$ cat src/dpg_pkg.sv
// shared constants and types of the dual gpio port block
package dpg_pkg;

   // ********************************
   // widths
   // ********************************
   localparam int unsigned PORT_W = 8;
   localparam int unsigned ADDR_W = 5;
   localparam int unsigned DATA_W = 32;
   localparam int unsigned PAD_W  = DATA_W - PORT_W;

   typedef logic [PORT_W-1:0] dpg_byte_t;
   typedef logic [ADDR_W-1:0] dpg_addr_t;

   // ********************************
   // register byte addresses
   // ********************************
   localparam dpg_addr_t OFS_C_PINS = 5'h00;
   localparam dpg_addr_t OFS_C_LAT  = 5'h04;
   localparam dpg_addr_t OFS_C_DIR  = 5'h08;
   localparam dpg_addr_t OFS_D_PINS = 5'h0c;
   localparam dpg_addr_t OFS_D_LAT  = 5'h10;
   localparam dpg_addr_t OFS_D_DIR  = 5'h14;
   localparam dpg_addr_t OFS_E_CTRL = 5'h18;
   localparam dpg_addr_t OFS_CFG    = 5'h1c;

   // ********************************
   // reset values and fields
   // ********************************
   localparam dpg_byte_t DIR_RST     = 8'hff;
   localparam dpg_byte_t LAT_RST     = 8'h00;
   localparam dpg_byte_t E_CTRL_RST  = 8'h07;
   localparam dpg_byte_t E_CTRL_WMSK = 8'h37;
   localparam logic      CFG_RST     = 1'b1;
   localparam int unsigned E_IBF_BIT  = 7;
   localparam int unsigned E_OBF_BIT  = 6;
   localparam int unsigned E_OVF_BIT  = 5;
   localparam int unsigned E_MODE_BIT = 4;
   localparam int unsigned E_GAP_BIT  = 3;
   localparam int unsigned E_DIR_MSB  = 2;
   localparam int unsigned UNIT2_BIT  = 1;
   localparam int unsigned SYNC_DEPTH = 2;

   // ********************************
   // carriers
   // ********************************
   typedef struct packed {
      dpg_byte_t sel;
      dpg_byte_t oe;
      dpg_byte_t dat;
   } dpg_periph_t;

   typedef struct packed {
      logic sel;
      logic oe;
      logic dat;
   } dpg_unit_t;

   typedef struct packed {
      logic      oe;
      dpg_byte_t dat;
   } dpg_psp_t;

   typedef struct packed {
      dpg_byte_t dat;
      dpg_byte_t oe_n;
   } dpg_pin_t;

   typedef struct packed {
      dpg_byte_t             c_sync1;
      dpg_byte_t             c_sync2;
      dpg_byte_t             d_sync1;
      dpg_byte_t             d_sync2;
      dpg_byte_t             c_lat;
      dpg_byte_t             c_dir;
      dpg_byte_t             d_lat;
      dpg_byte_t             d_dir;
      dpg_byte_t             e_ctrl;
      logic                  cfg;
      dpg_pin_t              pin_c;
      dpg_pin_t              pin_d;
      logic [DATA_W-1:0]     rdata;
      logic                  wait_r;
   } dpg_state_t;

endpackage

$ cat src/dpg_port_mux.sv
// per-pin driver selection between direction/latch and a peripheral
`timescale 1ns/1ps
`default_nettype none
module dpg_port_mux
   import dpg_pkg::*;
#(
   parameter int unsigned WIDTH = PORT_W
) (
   input  wire logic [WIDTH-1:0] dir_in,
   input  wire logic [WIDTH-1:0] lat_in,
   input  wire logic [WIDTH-1:0] sel_in,
   input  wire logic [WIDTH-1:0] oe_in,
   input  wire logic [WIDTH-1:0] dat_in,
   output var  logic [WIDTH-1:0] drv_dat_out,
   output var  logic [WIDTH-1:0] drv_oe_n_out
);

   genvar i;
   generate
      for (i = 0; i < WIDTH; i++) begin : g_bit
         always_comb begin
            if (sel_in[i]) begin
               // direction register untouched by the override
               drv_oe_n_out[i] = ~oe_in[i];
               drv_dat_out[i]  = dat_in[i];
            end else begin
               drv_oe_n_out[i] = dir_in[i];
               drv_dat_out[i]  = lat_in[i];
            end
         end
      end
   endgenerate

endmodule
`default_nettype wire

$ cat src/dpg_gpio_top.sv
// dual 8-bit gpio ports with peripheral overrides and avalon-mm registers
//
// Contract
// - direction one floats the pin; zero drives it from the latch.
// - both ports eight bits, each pin with its own direction bit.
// - latch register has its own address and reads back the latch.
// - selected peripheral forces a third-port pin out or in.
// - overrides never alter the direction register contents.
// - reset makes every pin an input, directions all ones.
// - unit2 pin select set routes capture compare unit2 onto bit 1.
// - peripheral output enable acts only while that peripheral is selected.
// - slave-port mode bit turns the fourth port into a data port.
// - third-port bits 0 to 2 carry timer oscillator and unit1.
// - bits 3 to 5 carry serial clock, data in/out.
// - bits 6 and 7 carry usart transmit/clock and receive/data.
// - in slave-port mode fourth pin n carries data bit n.
// - pin and latch values are undefined at power-on, else kept; here every reset clears the latches to zero.
// - fifth control bit 3 reads zero; resets to 0x07.
//
// Added by the designer: the register offsets and the Avalon-MM interface to the registers.
`timescale 1ns/1ps
`default_nettype none
module dpg_gpio_top
   import dpg_pkg::*;
(
   input  wire logic              clk_in,
   input  wire logic              rst_in,
   input  wire dpg_addr_t         avs_address_in,
   input  wire logic              avs_read_in,
   input  wire logic              avs_write_in,
   input  wire logic [DATA_W-1:0] avs_writedata_in,
   input  wire logic [3:0]        avs_byteenable_in,
   output var  logic [DATA_W-1:0] avs_readdata_out,
   output var  logic              avs_waitrequest_out,
   input  wire dpg_byte_t         third_pins_in,
   output var  dpg_pin_t          third_pin_out,
   input  wire dpg_byte_t         fourth_pins_in,
   output var  dpg_pin_t          fourth_pin_out,
   input  wire dpg_periph_t       third_periph_in,
   input  wire dpg_unit_t         unit2_periph_in,
   input  wire dpg_psp_t          psp_in,
   input  wire logic              in_buffer_full_in,
   input  wire logic              out_buffer_full_in,
   input  wire logic              in_buffer_overflow_set_in,
   output var  dpg_byte_t         third_pins_sync_out,
   output var  dpg_byte_t         fourth_pins_sync_out,
   output var  logic              slave_mode_out,
   output var  logic [E_DIR_MSB:0] fifth_dir_out,
   output var  logic              unit2_pin_sel_out
);

   // ********************************
   // state and wiring
   // ********************************
   dpg_state_t  st_r;
   dpg_state_t  st_nxt;
   dpg_periph_t c_ovr;
   dpg_periph_t d_ovr;
   dpg_byte_t   c_drv_dat;
   dpg_byte_t   c_drv_oe_n;
   dpg_byte_t   d_drv_dat;
   dpg_byte_t   d_drv_oe_n;
   logic        unit2_act;
   logic        rd_acc;
   logic        wr_acc;
   logic        slave_mode;

   // ********************************
   // read decode
   // ********************************
   function automatic dpg_byte_t rd_mux(input dpg_addr_t  a,
                                        input dpg_state_t s,
                                        input logic       in_buffer_full,
                                        input logic       out_buffer_full);
      dpg_byte_t v;
      v = LAT_RST;
      case (a)
         OFS_C_PINS: v = s.c_sync2;
         OFS_C_LAT:  v = s.c_lat;
         OFS_C_DIR:  v = s.c_dir;
         OFS_D_PINS: v = s.d_sync2;
         OFS_D_LAT:  v = s.d_lat;
         OFS_D_DIR:  v = s.d_dir;
         OFS_E_CTRL: begin
            v = s.e_ctrl;
            v[E_IBF_BIT] = in_buffer_full;
            v[E_OBF_BIT] = out_buffer_full;
            v[E_GAP_BIT] = 1'b0;
         end
         OFS_CFG:    v[0] = s.cfg;
         default:    v = LAT_RST;
      endcase
      return v;
   endfunction

   // ********************************
   // peripheral override selection
   // ********************************
   // bits 0..7 each arrive with their own peripheral select; bit 1 may
   // additionally take unit2 when the pin select bit routes it here
   assign unit2_act  = unit2_periph_in.sel & st_r.cfg;
   assign slave_mode = st_r.e_ctrl[E_MODE_BIT];

   always_comb begin
      c_ovr = third_periph_in;
      if (unit2_act) begin
         c_ovr.sel[UNIT2_BIT] = 1'b1;
         c_ovr.oe[UNIT2_BIT]  = unit2_periph_in.oe;
         c_ovr.dat[UNIT2_BIT] = unit2_periph_in.dat;
      end
      // slave port: external logic decides when the data bus is driven
      d_ovr.sel = {PORT_W{slave_mode}};
      d_ovr.oe  = {PORT_W{psp_in.oe}};
      d_ovr.dat = psp_in.dat;
   end

   dpg_port_mux #(
      .WIDTH        (PORT_W)
   ) u_mux_c (
      .dir_in       (st_r.c_dir),
      .lat_in       (st_r.c_lat),
      .sel_in       (c_ovr.sel),
      .oe_in        (c_ovr.oe),
      .dat_in       (c_ovr.dat),
      .drv_dat_out  (c_drv_dat),
      .drv_oe_n_out (c_drv_oe_n)
   );

   dpg_port_mux #(
      .WIDTH        (PORT_W)
   ) u_mux_d (
      .dir_in       (st_r.d_dir),
      .lat_in       (st_r.d_lat),
      .sel_in       (d_ovr.sel),
      .oe_in        (d_ovr.oe),
      .dat_in       (d_ovr.dat),
      .drv_dat_out  (d_drv_dat),
      .drv_oe_n_out (d_drv_oe_n)
   );

   // ********************************
   // next state
   // ********************************
   always_comb begin
      st_nxt = st_r;
      // first sync stage feeds only the second one
      st_nxt.c_sync1 = third_pins_in;
      st_nxt.c_sync2 = st_r.c_sync1;
      st_nxt.d_sync1 = fourth_pins_in;
      st_nxt.d_sync2 = st_r.d_sync1;

      rd_acc = avs_read_in & st_r.wait_r;
      wr_acc = avs_write_in & ~st_r.wait_r & avs_byteenable_in[0];
      // one wait cycle per access, then a single ready cycle
      st_nxt.wait_r = ~((avs_read_in | avs_write_in) & st_r.wait_r);

      if (rd_acc) begin
         st_nxt.rdata = {{PAD_W{1'b0}},
                         rd_mux(avs_address_in, st_r,
                                in_buffer_full_in, out_buffer_full_in)};
      end

      if (wr_acc) begin
         case (avs_address_in)
            OFS_C_PINS: st_nxt.c_lat = avs_writedata_in[PORT_W-1:0];
            OFS_C_LAT:  st_nxt.c_lat = avs_writedata_in[PORT_W-1:0];
            OFS_C_DIR:  st_nxt.c_dir = avs_writedata_in[PORT_W-1:0];
            OFS_D_PINS: st_nxt.d_lat = avs_writedata_in[PORT_W-1:0];
            OFS_D_LAT:  st_nxt.d_lat = avs_writedata_in[PORT_W-1:0];
            OFS_D_DIR:  st_nxt.d_dir = avs_writedata_in[PORT_W-1:0];
            OFS_E_CTRL: st_nxt.e_ctrl = avs_writedata_in[PORT_W-1:0]
                                        & E_CTRL_WMSK;
            OFS_CFG:    st_nxt.cfg = avs_writedata_in[0];
            default:    st_nxt.cfg = st_r.cfg;
         endcase
      end

      // hardware set beats a software clear in the same cycle
      if (in_buffer_overflow_set_in) begin
         st_nxt.e_ctrl[E_OVF_BIT] = 1'b1;
      end

      st_nxt.pin_c.dat  = c_drv_dat;
      st_nxt.pin_c.oe_n = c_drv_oe_n;
      st_nxt.pin_d.dat  = d_drv_dat;
      st_nxt.pin_d.oe_n = d_drv_oe_n;
   end

   // ********************************
   // registers
   // ********************************
   // latches reset to zero: undefined is allowed at power-on and the
   // block has only one reset, so nothing else would keep them
   always_ff @(posedge clk_in or posedge rst_in) begin
      if (rst_in) begin
         st_r.c_sync1   <= LAT_RST;
         st_r.c_sync2   <= LAT_RST;
         st_r.d_sync1   <= LAT_RST;
         st_r.d_sync2   <= LAT_RST;
         st_r.c_lat     <= LAT_RST;
         st_r.d_lat     <= LAT_RST;
         st_r.c_dir     <= DIR_RST;
         st_r.d_dir     <= DIR_RST;
         st_r.e_ctrl    <= E_CTRL_RST;
         st_r.cfg       <= CFG_RST;
         st_r.pin_c     <= {LAT_RST, DIR_RST};
         st_r.pin_d     <= {LAT_RST, DIR_RST};
         st_r.rdata     <= {DATA_W{1'b0}};
         st_r.wait_r    <= 1'b1;
      end else begin
         st_r <= st_nxt;
      end
   end

   // ********************************
   // outputs
   // ********************************
   assign avs_readdata_out     = st_r.rdata;
   assign avs_waitrequest_out  = st_r.wait_r;
   assign third_pin_out        = st_r.pin_c;
   assign fourth_pin_out       = st_r.pin_d;
   assign third_pins_sync_out  = st_r.c_sync2;
   assign fourth_pins_sync_out = st_r.d_sync2;
   assign slave_mode_out       = slave_mode;
   assign fifth_dir_out        = st_r.e_ctrl[E_DIR_MSB:0];
   assign unit2_pin_sel_out    = st_r.cfg;
endmodule
`default_nettype wire

$ cat config.mk
export PLATFORM = sky130hd
export DESIGN_NAME = dpg_gpio_top
export DESIGN_NICKNAME = d
export VERILOG_FILES = /design/src/dpg_pkg.sv /design/src/dpg_port_mux.sv /design/src/dpg_gpio_top.sv
export SDC_FILE = /design/constraint.sdc
export NUM_CORES = 1
export LEC_CHECK = 0
export BUFFER_PORTS_ARGS = -buffer_cell sky130_fd_sc_hd__buf_4
export CORE_UTILIZATION = 53
export CTS_CLUSTER_SIZE = 40
export DETAILED_ROUTE_END_ITERATION = 6
export PLACE_DENSITY = 0.88
export REMOVE_ABC_BUFFERS = 1
export SYNTH_ARGS = -nofsm -noshare
export SYNTH_HDL_FRONTEND = slang
export SYNTH_SLANG_ARGS = --single-unit
export TNS_END_PERCENT = 1
$ cat constraint.sdc
create_clock -name clk_in -period 5.6 [get_ports clk_in]
set_input_delay 1.12 -clock clk_in [delete_from_list [all_inputs] [get_ports clk_in]]
set_output_delay 1.12 -clock clk_in [all_outputs]
set_load 0.01 [all_outputs]
==> impl_metrics.json <==
{
  "endpoint_required_time_on_the_critical_path_ns": 5.85,
  "clock-sinks": 111,
  "fin_cells": 561,
  "timing.critical_path.from_type": "input port",
  "synth_top_flop_cell": "dfrtp_1",
  "dr.pass1.iters": 4,
  "cts_made_buffers": 9,
  "dp_hpwl_um": 6917,
  "vias": 2967,
  "antenna-diode-count": 0,
  "synth_common_cells": "buf_4, dfrtp_1, mux2_2",
  "drt-wirelength-per-cell_um": 17.81,
  "netlist_instances": 370,
  "finish.instance_area_sq_um": 5719,
  "syn-cell-area_sq_um": 4965,
  "total_length_of_routed_wires_um": 9994,
  "clock.fmax_mhz": 397.6,
  "top_layer_used": "met4",
  "placementRows": 34,
  "crit_type": "input port to flop",
  "post-place-cells": 545,
  "cellPowerDensity_nw_per_um2": 297.5,
  "final_antenna_violating_net_count": 0,
  "synth_edf_count": 0,
  "design_power_total_mw": 1.702,
  "global_route.usage.total_pct": 21.38,
  "chipWidth_um": 98.79,
  "hold_ws_ns": 0.3551,
  "final_period_minus_worst_setup_slack_ns": 2.515,
  "synth-seq-cells": 111,
  "drive_gt1_share_pct": 56.51,
  "route.met2.wl_um": 4942,
  "floorplan.initialDensity_pct": 55.84,
  "yosysWarningCount": 0,
  "synthToLayoutAreaGrowth_pct": 15.20,
  "setup_tns_ns": 0,
  "clock_tree.buffer_depth": 2,
  "die_h_um": 98.79,
  "critPathMaxFanout": 23,
  "worstPathArrival_ns": 2.77,
  "netlist-cell-type-count": 41,
  "clk_pin_slew_ns": 0.09,
  "status": "complete, no violations",
  "remaining_drc_errors": 0,
  "die-area_sq_um": 9758,
  "grt_first_pass_wirelength_um": 15400,
  "met3WireLength_um": 704,
  "grt_remaining_overflow": 0,
  "initial_antenna_violation_count": 0,
  "synth_sequential_area_ratio_pct": 56.88,
  "drv.max_cap_violation_count": 0,
  "syn_avg_cell_area_sq_um": 13.42,
  "drt-met1-wl_um": 4081,
  "slew_violations": 0,
  "dpl-instance-area_sq_um": 5527,
  "share_of_the_synthesized_area_in_the_top_cell_type_pct": 37.30,
  "initialDrtViolationCount": 99,
  "pin_count_of_the_biggest_net_entering_global_routing": 61,
  "timing.final.hold_violations": 0,
  "worst_clock_skew_ns": 0.01716,
  "type_of_the_most_critical_hold_path": "flop to flop",
  "first_global_vias": 2967,
  "yosys-top-cells-area": "dfrtp_1, dfstp_2, buf_4",
  "tritoncts": "built",
  "post_cts.resized_instances": 0,
  "worst_slew_margin_rel_pct": 51.83,
  "pre_cts_ws_ns": 2.703,
  "top_level_ports": 186,
  "grt_setup_unrepaired": "no",
  "clockRootBuffer": "clkbuf_8",
  "setup_viol_count_final": 0,
  "holdBufCountCts": 0,
  "max_slew.worst_pin.slew_ns": 0.7225,
  "async_set_reset_flop_share_out_of_synthesis_pct": 100.0,
  "placeableCoreArea_sq_um": 8891,
  "timing.final.ws_setup_ns": 3.085,
  "numPortBuffers": 134,
  "clk-insertion-delay-late_ns": 0.37,
  "avgViaCountPerCell": 5.289,
  "ratio_of_final_minimum_period_to_clock_period_pct": 44.91,
  "synthMostInstantiatedCell": "buf_4",
  "nets": 548,
  "postCtsSetupRepairBufs": 0,
  "final_gp_congestion": 0.8021,
  "vdd.ir_drop.worst_mv": 0.1585,
  "power_leakage_nw": 2.747,
  "htreeDepth": 3,
  "postLayoutCoreUtil_pct": 64.33,
  "critPathCaptureType": "flop",
  "synth.largest_area_cell": "dfrtp_1"
}
-- cell families (layout without fill, tap and decap cells) --
group | after synthesis | in the layout | synth area share, %
simple gates | 47 | 47 | 5.066
other cells | 1 | 24 | 0.07553
compound gates | 46 | 46 | 6.427
buf+inv | 93 | 153 | 13.84
flops | 111 | 111 | 56.88
mux | 72 | 72 | 17.72
-- placed cells by master (no fill, tap or decap), types with 10 or more instances in the layout --
master,instances
mux2_2,47
nand2_1,13
clkbuf_8,10
mux2_4,10
dfrtp_1,74
buf_4,136
mux2i_1,11
a21oi_1,12
dfstp_2,37
conb_1,24
nor2_1,12
-- area by class of cell --
| type | instances | area (sq um) |
|---|---|---|
| Fill cell | 657 | 3172 |
| Timing Repair Buffer | 136 | 1021 |
| Sequential cell | 111 | 2824 |
| Inverter | 1 | 6.256 |
| Tap cell | 108 | 135.1 |
| Clock buffer | 13 | 148.9 |
| Clock inverter | 3 | 43.79 |
| Multi-Input combinational cell | 189 | 1540 |
-- report_power, final --
group / switching, mW / internal, mW
clock: 0.255 / 0.221
combinational: 0.127 / 0.160
sequential: 0.0411 / 0.897
-- worst max-delay path: stages --
cell and delay, ns:
buf_4 0.29, nor2b_1 0.32, mux2i_1 0.13, nor2_2 0.49
mux2_2 0.41
-- state kept, by name (all words and copies together), names as in the netlist --
signal / flops
fourth_pins_sync_out: 8
st_nxt: 16
third_pins_sync_out: 8
slave_mode_out: 1
avs_waitrequest_out: 1
st_r: 33
third_pin_out: 16
unit2_pin_sel_out: 1
fifth_dir_out: 3
avs_readdata_out: 8
fourth_pin_out: 16
-- worst paths after layout --
check	to	from	depth (start not counted)	slack (ns)
setup / recovery	st_r[85]	avs_address_in[4]	5	3.08
hold / removal	third_pins_sync_out[2]	st_nxt[124]	0	0.36
setup reg to reg	st_r[105]	avs_waitrequest_out	4	3.63
hold reg to reg	third_pins_sync_out[2]	st_nxt[124]	0	0.36
max in group asynchronous	slave_mode_out	rst_in	3	3.59
min in group asynchronous	third_pin_out[10]	rst_in	2	0.83
-- metal layers --
metal	track usage, %	vias to the layer above
met2	34.10	142
met5	0	-
li1	-	1337
met3	5.319	25
met4	10.22	0
met1	27.56	1463
Note: power is estimated with default switching activity, not from simulation.
